File: config.mk
export PLATFORM = sky130hd
export DESIGN_NAME = pia_regbank
export DESIGN_NICKNAME = d
export VERILOG_FILES = /design/src/core/pia_ident.v /design/src/core/pia_regbank.v
export VERILOG_INCLUDE_DIRS = /design/src /design/src/core
export SDC_FILE = /design/constraint.sdc
export NUM_CORES = 1
export LEC_CHECK = 0
export ABC_CLOCK_PERIOD_IN_PS = 1600
export CORE_MARGIN = 4
export CORE_UTILIZATION = 35
export DETAILED_ROUTE_END_ITERATION = 10
export DONT_BUFFER_PORTS = 1
export MAX_ROUTING_LAYER = met4
export PLACE_DENSITY = 0.58
export SLEW_MARGIN = 20
export SYNTH_ARGS = -nofsm -noshare
export SYNTH_HDL_FRONTEND = slang
export SYNTH_SLANG_ARGS = --single-unit
File: constraint.sdc
create_clock -name CLOCK -period 1.6 [get_ports CLOCK]
set_input_delay 0.32 -clock CLOCK [delete_from_list [all_inputs] [get_ports CLOCK]]
set_output_delay 0.32 -clock CLOCK [all_outputs]
set_load 0.005 [all_outputs]
File: src/core/pia_regs.vh
// Register offsets, field positions and reset values of the identifier and advertisement bank
`ifndef PIA_REGS_VH
`define PIA_REGS_VH

// Management register indices; byte address is index times four
`define PIA_IDX_CONTROL      5'h00
`define PIA_IDX_ID_HIGH      5'h02
`define PIA_IDX_ID_LOW       5'h03
`define PIA_IDX_ADVERTISE    5'h04
`define PIA_IDX_ADV_ACTIVE   5'h05

// Identifier layout
`define PIA_REV_MSB          3
`define PIA_REV_LSB          0
`define PIA_MODEL_MSB        9
`define PIA_MODEL_LSB        4
`define PIA_OUI_LOW_MSB      15
`define PIA_OUI_LOW_LSB      10

// Advertisement layout
`define PIA_ADV_NEXT_PAGE    15
`define PIA_ADV_REMOTE_FAULT 13
`define PIA_ADV_ABIL_MSB     8
`define PIA_ADV_ABIL_LSB     5
`define PIA_ADV_SEL_MSB      4
`define PIA_ADV_SEL_LSB      0
`define PIA_ADV_RESET        16'h01E1
`define PIA_ADV_SELECTOR     5'h01
`define PIA_ADV_ABIL_RESET   4'hF
`define PIA_ADV_WMASK        16'h21E0

// Control register restart bit
`define PIA_CTRL_RESTART     9

`endif
File: src/core/pia_ident.v
// Read-only identifier word builder
`timescale 1ns/100ps
module pia_ident #(
  parameter [21:0] OUI_VALUE   = 22'h2A5A5A, // Arbitrary value
  parameter [5:0]  MODEL_VALUE = 6'h15,      // Arbitrary value
  parameter [3:0]  REV_VALUE   = 4'h3        // Arbitrary value
) (
  output wire [15:0] id_high,
  output wire [15:0] id_low
);
  // High word carries maker bits 21..6, low word maker bits 5..0
  assign id_high = OUI_VALUE[21:6];
  assign id_low  = {OUI_VALUE[5:0], MODEL_VALUE, REV_VALUE};
endmodule // pia_ident

File: src/core/pia_regbank.v
// APB register bank: PHY identifier and negotiation advertisement
//
// Summary of operation
// - 32-bit id spans two identifier registers
// - Maker id split across both registers
// - Low four bits hold revision
// - Identifiers read-only at 0x02, 0x03
// - New advertisement used only after restart
// - Bits 8:5 are writable ability bits
// - Advertisement at 0x04, resets 0x01E1
// - Selector bits 4:0 fixed 0x01
`timescale 1ns/100ps
`include "pia_regs.vh"
module pia_regbank #(
  parameter [21:0] OUI_VALUE   = 22'h2A5A5A, // Arbitrary value
  parameter [5:0]  MODEL_VALUE = 6'h15,      // Arbitrary value
  parameter [3:0]  REV_VALUE   = 4'h3        // Arbitrary value
) (
  input  wire        CLOCK,
  input  wire        RESET_N,
  input  wire        PSEL,
  input  wire        PENABLE,
  input  wire        PWRITE,
  input  wire [7:0]  PADDR,
  input  wire [31:0] PWDATA,
  output reg  [31:0] PRDATA,
  output wire        PREADY,
  output wire        PSLVERR,
  output reg  [15:0] ADVERTISED_WORD,
  output reg         RESTART_PULSE
);

  // --------------------------------------------------------------
  // Bus decode
  // --------------------------------------------------------------
  wire        access   = PSEL & PENABLE;
  wire [4:0]  index    = PADDR[6:2];
  wire        aligned  = (PADDR[1:0] == 2'h0) & ~PADDR[7];
  wire        do_write = access & PWRITE;

  function mapped;
    input [4:0] idx;
    begin
      mapped = (idx == `PIA_IDX_CONTROL) | (idx == `PIA_IDX_ID_HIGH) |
               (idx == `PIA_IDX_ID_LOW) | (idx == `PIA_IDX_ADVERTISE) |
               (idx == `PIA_IDX_ADV_ACTIVE);
    end
  endfunction

  function hit;
    input [4:0] idx;
    input [4:0] want;
    input       ok;
    begin
      hit = ok & (idx == want);
    end
  endfunction

  // Zero wait states; unmapped addresses answer with an error
  assign PREADY  = 1'b1;
  assign PSLVERR = access & ~(aligned & mapped(index));

  // --------------------------------------------------------------
  // Identifier registers
  // --------------------------------------------------------------
  wire [15:0] id_high;
  wire [15:0] id_low;

  pia_ident #(
    .OUI_VALUE   (OUI_VALUE),
    .MODEL_VALUE (MODEL_VALUE),
    .REV_VALUE   (REV_VALUE)
  ) u_ident (
    .id_high (id_high),
    .id_low  (id_low)
  );

  // --------------------------------------------------------------
  // Advertisement register
  // --------------------------------------------------------------
  reg  [3:0] abilities;
  reg        remote_fault_flag;
  wire [15:0] negotiation_advertisement;

  // Selector hard-wired, next page and reserved bits tied low
  assign negotiation_advertisement = {1'b0, 1'b0, remote_fault_flag, 4'h0,
                                      abilities, `PIA_ADV_SELECTOR};

  wire adv_write = do_write & hit(index, `PIA_IDX_ADVERTISE, aligned);
  wire restart   = do_write & hit(index, `PIA_IDX_CONTROL, aligned) &
                   PWDATA[`PIA_CTRL_RESTART];

  always @(posedge CLOCK or negedge RESET_N) begin
    if (!RESET_N) begin
      abilities         <= `PIA_ADV_ABIL_RESET;
      remote_fault_flag <= 1'b0;
    end else if (adv_write) begin
      abilities         <= PWDATA[`PIA_ADV_ABIL_MSB:`PIA_ADV_ABIL_LSB];
      remote_fault_flag <= PWDATA[`PIA_ADV_REMOTE_FAULT];
    end
  end

  // --------------------------------------------------------------
  // Word handed to the negotiation engine
  // --------------------------------------------------------------
  // Stored value is only latched on restart, so software may edit
  // several bits without the partner seeing a half-done word.
  always @(posedge CLOCK or negedge RESET_N) begin
    if (!RESET_N) begin
      ADVERTISED_WORD <= `PIA_ADV_RESET;
      RESTART_PULSE   <= 1'b0;
    end else begin
      RESTART_PULSE <= restart;
      if (restart) begin
        ADVERTISED_WORD <= negotiation_advertisement;
      end
    end
  end

  // --------------------------------------------------------------
  // Read data
  // --------------------------------------------------------------
  reg [15:0] next_rdata;

  always @* begin
    next_rdata = 16'h0000;
    if (aligned) begin
      case (index)
        `PIA_IDX_ID_HIGH:    next_rdata = id_high;
        `PIA_IDX_ID_LOW:     next_rdata = id_low;
        `PIA_IDX_ADVERTISE:  next_rdata = negotiation_advertisement;
        `PIA_IDX_ADV_ACTIVE: next_rdata = ADVERTISED_WORD;
        default:             next_rdata = 16'h0000;
      endcase
    end
  end

  // Registered read data, updated in setup phase so valid in access phase
  always @(posedge CLOCK or negedge RESET_N) begin
    if (!RESET_N) begin
      PRDATA <= 32'h00000000;
    end else if (PSEL & ~PENABLE & ~PWRITE) begin
      PRDATA <= {16'h0000, next_rdata};
    end
  end

endmodule // pia_regbank

==> tab_implementation.tex <==
\begin{tabular}{lr}
\hline
Metric & Value \\
\hline
\multicolumn{2}{l}{\textbf{Outcome}} \\
Status & finished, final reports clean \\
\multicolumn{2}{l}{\textbf{Min path}} \\
Hold path depth & 1 \\
Hold EP & PRDATA[3]\$\_DFFE\_PN0P\_ \\
Type of the most critical hold path & input pin to flop \\
Worst Min Path Start & PADDR[2] \\
\multicolumn{2}{l}{\textbf{Setup path}} \\
Worst stage delay on the critical path & around 0.58 ns \\
Data arrival at the endpoint of the critical path & 1.22 ns \\
Worst r2r dst & PRDATA[13]\$\_DFFE\_PN0P\_ \\
Critical path class & input pin to output pin \\
CP cell instances & or4\_4, a2111oi\_4, nor2\_1 \\
Max FO, Critical Path & 4 \\
Worst r2r src & ADVERTISED\_WORD[13]\$\_DFFE\_PN0P\_ \\
Required time of the critical path & between 1 and 1.5 ns \\
Internal reg-to-reg setup slack & 0.56 ns \\
Slowest cell on the critical path & sky130\_fd\_sc\_hd\_\_or4\_4 \\
Critical path capture point type & output pin \\
Startpoint Class & input pin \\
Worst r2r path cells & 3 \\
\multicolumn{2}{l}{\textbf{Routing}} \\
Via density & 4.176 \\
Iteration-0 DRC Markers & 43 \\
Post-DRT Antenna Nets & 0 \\
DR WL/cell & 12.68 µm \\
Final wirelength & 2092 µm \\
Post-detailed-route DRC marker count & 0 \\
Total via count after detailed routing & about 690 \\
TritonRoute pass-1 iters & 3 \\
\multicolumn{2}{l}{\textbf{Clocking}} \\
Clock latency on the worst-skew pair & 0.29 ns \\
H-Tree Depth & 1 \\
Root buffer selected by CTS & sky130\_fd\_sc\_hd\_\_clkbuf\_4 \\
Number of buffers inserted during clock tree synthesis & 3 \\
Maximum number of buffers from clock root to sink & 2 \\
Clock tree from TritonCTS & built \\
Clock-pin slew on the worst setup and hold paths & about 0.10 ns \\
Clock sink total & 20 \\
\multicolumn{2}{l}{\textbf{Yosys}} \\
Number of enable-type register cells in the synthesized netlist & 0 \\
Number of unique standard cell types used by synthesis & 28 \\
Synth top area cells & sky130\_fd\_sc\_hd\_\_dfrtp\_1 24\%, sky130\_fd\_sc\_hd\_\_buf\_4 21\%, sky130\_fd\_sc\_hd\_\_dfstp\_2 17\% \\
Number of storage elements in the synthesis netlist & 20 \\
Mapped Avg Cell Area & 10.65 µm² \\
Gate count of the mapped netlist & 116 \\
Cell taking the most area after synthesis & sky130\_fd\_sc\_hd\_\_dfrtp\_1 \\
Yosys warnings & 0 \\
Most used standard cells in the synthesized netlist & 35 x sky130\_fd\_sc\_hd\_\_buf\_4, 12 x sky130\_fd\_sc\_hd\_\_dfrtp\_1, 10 x sky130\_fd\_sc\_hd\_\_mux2\_1, 10 x sky130\_fd\_sc\_hd\_\_nand2\_1, 8 x sky130\_fd\_sc\_hd\_\_dfstp\_2 \\
Share of async-settable or async-resettable flops after synthesis & 100.0\% \\
Sequential share of the synthesized area & between 40\% and 50\% \\
Most common cell in the synthesized netlist & sky130\_fd\_sc\_hd\_\_buf\_4 \\
Total standard cell area after synthesis & 1235 µm² \\
Area share of the leading cell type in the synthesized netlist & approximately 24\% \\
Commonest register cell after synthesis & sky130\_fd\_sc\_hd\_\_dfrtp\_1 \\
\multicolumn{2}{l}{\textbf{Layout}} \\
N\_diodes & 0 \\
Final core occ & a little under two fifths \\
Non-Filler Instances & roughly 170 \\
Growth of design area from synthesis to finish & 0.5066\% \\
Share of final-layout standard cells stronger than drive strength 1 & 24.37\% \\
Net total in the final layout & roughly 170 \\
\multicolumn{2}{l}{\textbf{Timing}} \\
Final period util & 96.10\% \\
Max-Slew Margin vs Limit & 43.13\% \\
Max-slew violation count & 0 \\
Hold Violations, Final & 0 \\
Number of endpoints failing setup at the final stage & 0 \\
Min cycle time layout & 1.538 ns \\
Unrepaired setup endpoints after global routing & false \\
Maximum clock rate & 650.4 MHz \\
Transition time of the tightest slew-check pin & 0.8502 ns \\
Final clock skew & 0.004846 ns \\
\multicolumn{2}{l}{\textbf{Pwr}} \\
Power density over the cells & 693.3 nW/µm² \\
Static power due to leakage & 0.5735 nW \\
Total Power Consumption & 0.0008605 W \\
Highest ir drop seen on vdd & 0.2310 mV \\
\multicolumn{2}{l}{\textbf{Global route}} \\
Overall overflow remaining after global route & 0 \\
Number of global-route vias before repair & 630 \\
First-pass GRT wire length & 3008 µm \\
All-layer global routing usage & $\sim$9.0\% \\
Antenna violations before repair & 0 \\
Maximum number of pins on one net before global-route repair & 21 \\
\multicolumn{2}{l}{\textbf{Floorplan}} \\
Starting density of the core & 36.72\% \\
Horiz. Die Dim & between 60 and 70 µm \\
Die area & 4543 µm² \\
Die Height & just under 70 µm \\
Number of cell rows & 21 \\
I/O pin count & 96 \\
Area inside the core boundary & 3363 µm² \\
\multicolumn{2}{l}{\textbf{Placed design}} \\
Placed Instances & 160 \\
Sum of net half-perimeters after detailed placement & around 1700 µm \\
Port Buf Inserts & 0 \\
Final weighted congestion in routability-driven placement & 0.7855 \\
\multicolumn{2}{l}{\textbf{Flow run}} \\
Max\_cap viols & 0 \\
\hline
\end{tabular}
==> metrics by stage <==
stage	hold slack (ns)	cell area, µm²	worst slack (ns)	TNS, ns
final	0.1229	1241	0.06248	0
after global routing	0.1012	1241	0.001663	0
after CTS	0.1133	1241	0.04576	0
after detailed placement	0.02487	1176	-0.2560	-2.945
after global placement	0.02491	1176	-0.2488	-2.639
after floorplan	0.02441	1348	-0.1521	-1.271
==> cell usage in the layout, fill, tap and decap left out <==
master,instances
sky130_fd_sc_hd__a22oi_1,1
sky130_fd_sc_hd__mux2_1,10
sky130_fd_sc_hd__a21oi_1,3
sky130_fd_sc_hd__o31ai_1,3
sky130_fd_sc_hd__conb_1,32
sky130_fd_sc_hd__clkbuf_4,3
sky130_fd_sc_hd__dfrtp_1,12
sky130_fd_sc_hd__nor2b_1,2
sky130_fd_sc_hd__mux2_2,4
sky130_fd_sc_hd__a2111oi_4,1
sky130_fd_sc_hd__nor2_1,2
sky130_fd_sc_hd__nand2_1,10
sky130_fd_sc_hd__mux2i_1,1
sky130_fd_sc_hd__o41ai_1,1
sky130_fd_sc_hd__nand2b_1,1
sky130_fd_sc_hd__o21ai_1,5
sky130_fd_sc_hd__or3b_2,2
sky130_fd_sc_hd__buf_4,6
sky130_fd_sc_hd__or3b_1,1
sky130_fd_sc_hd__inv_1,1
sky130_fd_sc_hd__or2_1,1
sky130_fd_sc_hd__nor3_1,1
sky130_fd_sc_hd__dlygate4sd3_1,1
sky130_fd_sc_hd__nor4_4,2
sky130_fd_sc_hd__or3_1,1
sky130_fd_sc_hd__clkbuf_8,1
sky130_fd_sc_hd__nor3b_1,1
sky130_fd_sc_hd__dfstp_2,8
sky130_fd_sc_hd__nand4b_2,1
sky130_fd_sc_hd__or4_4,1
==> critical path, delay by kind of cell <==
| kind | cells | cell delay, ns |
|---|---|---|
| compound gates | 1 | 0.22 |
| simple gates | 2 | 0.68 |
==> flip-flops by register name, indices dropped and copies added, names as in the netlist <==
| register | flops |
|---|---|
| ADVERTISED_WORD | 5 |
| remote_fault_flag | 1 |
| RESTART_PULSE | 1 |
| abilities | 4 |
| PRDATA | 9 |
==> where the power goes <==
group / total, W / switching, W / internal [W] / leakage [nW]
clock: 0.000277 / 0.000139 / 0.000138 / 0.0210
combinational: 0.0000693 / 0.0000477 / 0.0000217 / 0.303
sequential: 0.000514 / 0.00000271 / 0.000511 / 0.250
total: 0.000860 / 0.000189 / 0.000671 / 0.573
==> metal layers <==
metal / vias to the layer above / global-route usage [%] / wire length, µm
met5: - / - / 0
met4: 0 / 2.278 / 11
met3: 2 / 5.824 / 315
met2: 36 / 13.99 / 961
met1: 317 / 9.499 / 803
li1: 334 / - / -
==> worst max path at each step <==
stage | start | endpoint | slack, ns | cells after the start
CTS | PADDR[7] | PSLVERR | 0.05 | 3
floorplan | PADDR[6] | remote_fault_flag$_DFFE_PN0P_ | -0.15 | 3
global route | PADDR[7] | PSLVERR | 0.002 | 3
global placement | PADDR[6] | PSLVERR | -0.25 | 3
finish | PADDR[7] | PSLVERR | 0.06 | 3
detailed placement | PADDR[6] | PSLVERR | -0.26 | 3
==> timing repair <==
action,in CTS,in global routing
hold buffers,1,0
hold endpoints to repair,20,0
endpoints found under the setup margin,1,0
gates resized for setup,3,0
setup buffers,0,0
==> area by class of cell <==
| cell class | instances | area, µm² |
|---|---|---|
| Timing Repair Buffer | 7 | 55.05 |
| Multi-Input combinational cell | 87 | 578.1 |
| Clock buffer | 4 | 36.28 |
| Fill cell | 360 | 2122 |
| Inverter | 1 | 3.754 |
| Tap cell | 46 | 57.56 |
| Sequential cell | 20 | 510.5 |
==> kinds of logic after synthesis <==
kind of cell | synth area share, %
buffers and inverters | 22.49
AND/OR/NAND/NOR | 14.89
flip-flops | 41.34
multiplexers | 13.58
AO/OA/AOI/OAI | 7.092
other | 0.6081
No activity file was read; power rests on OpenSTA's default activity.
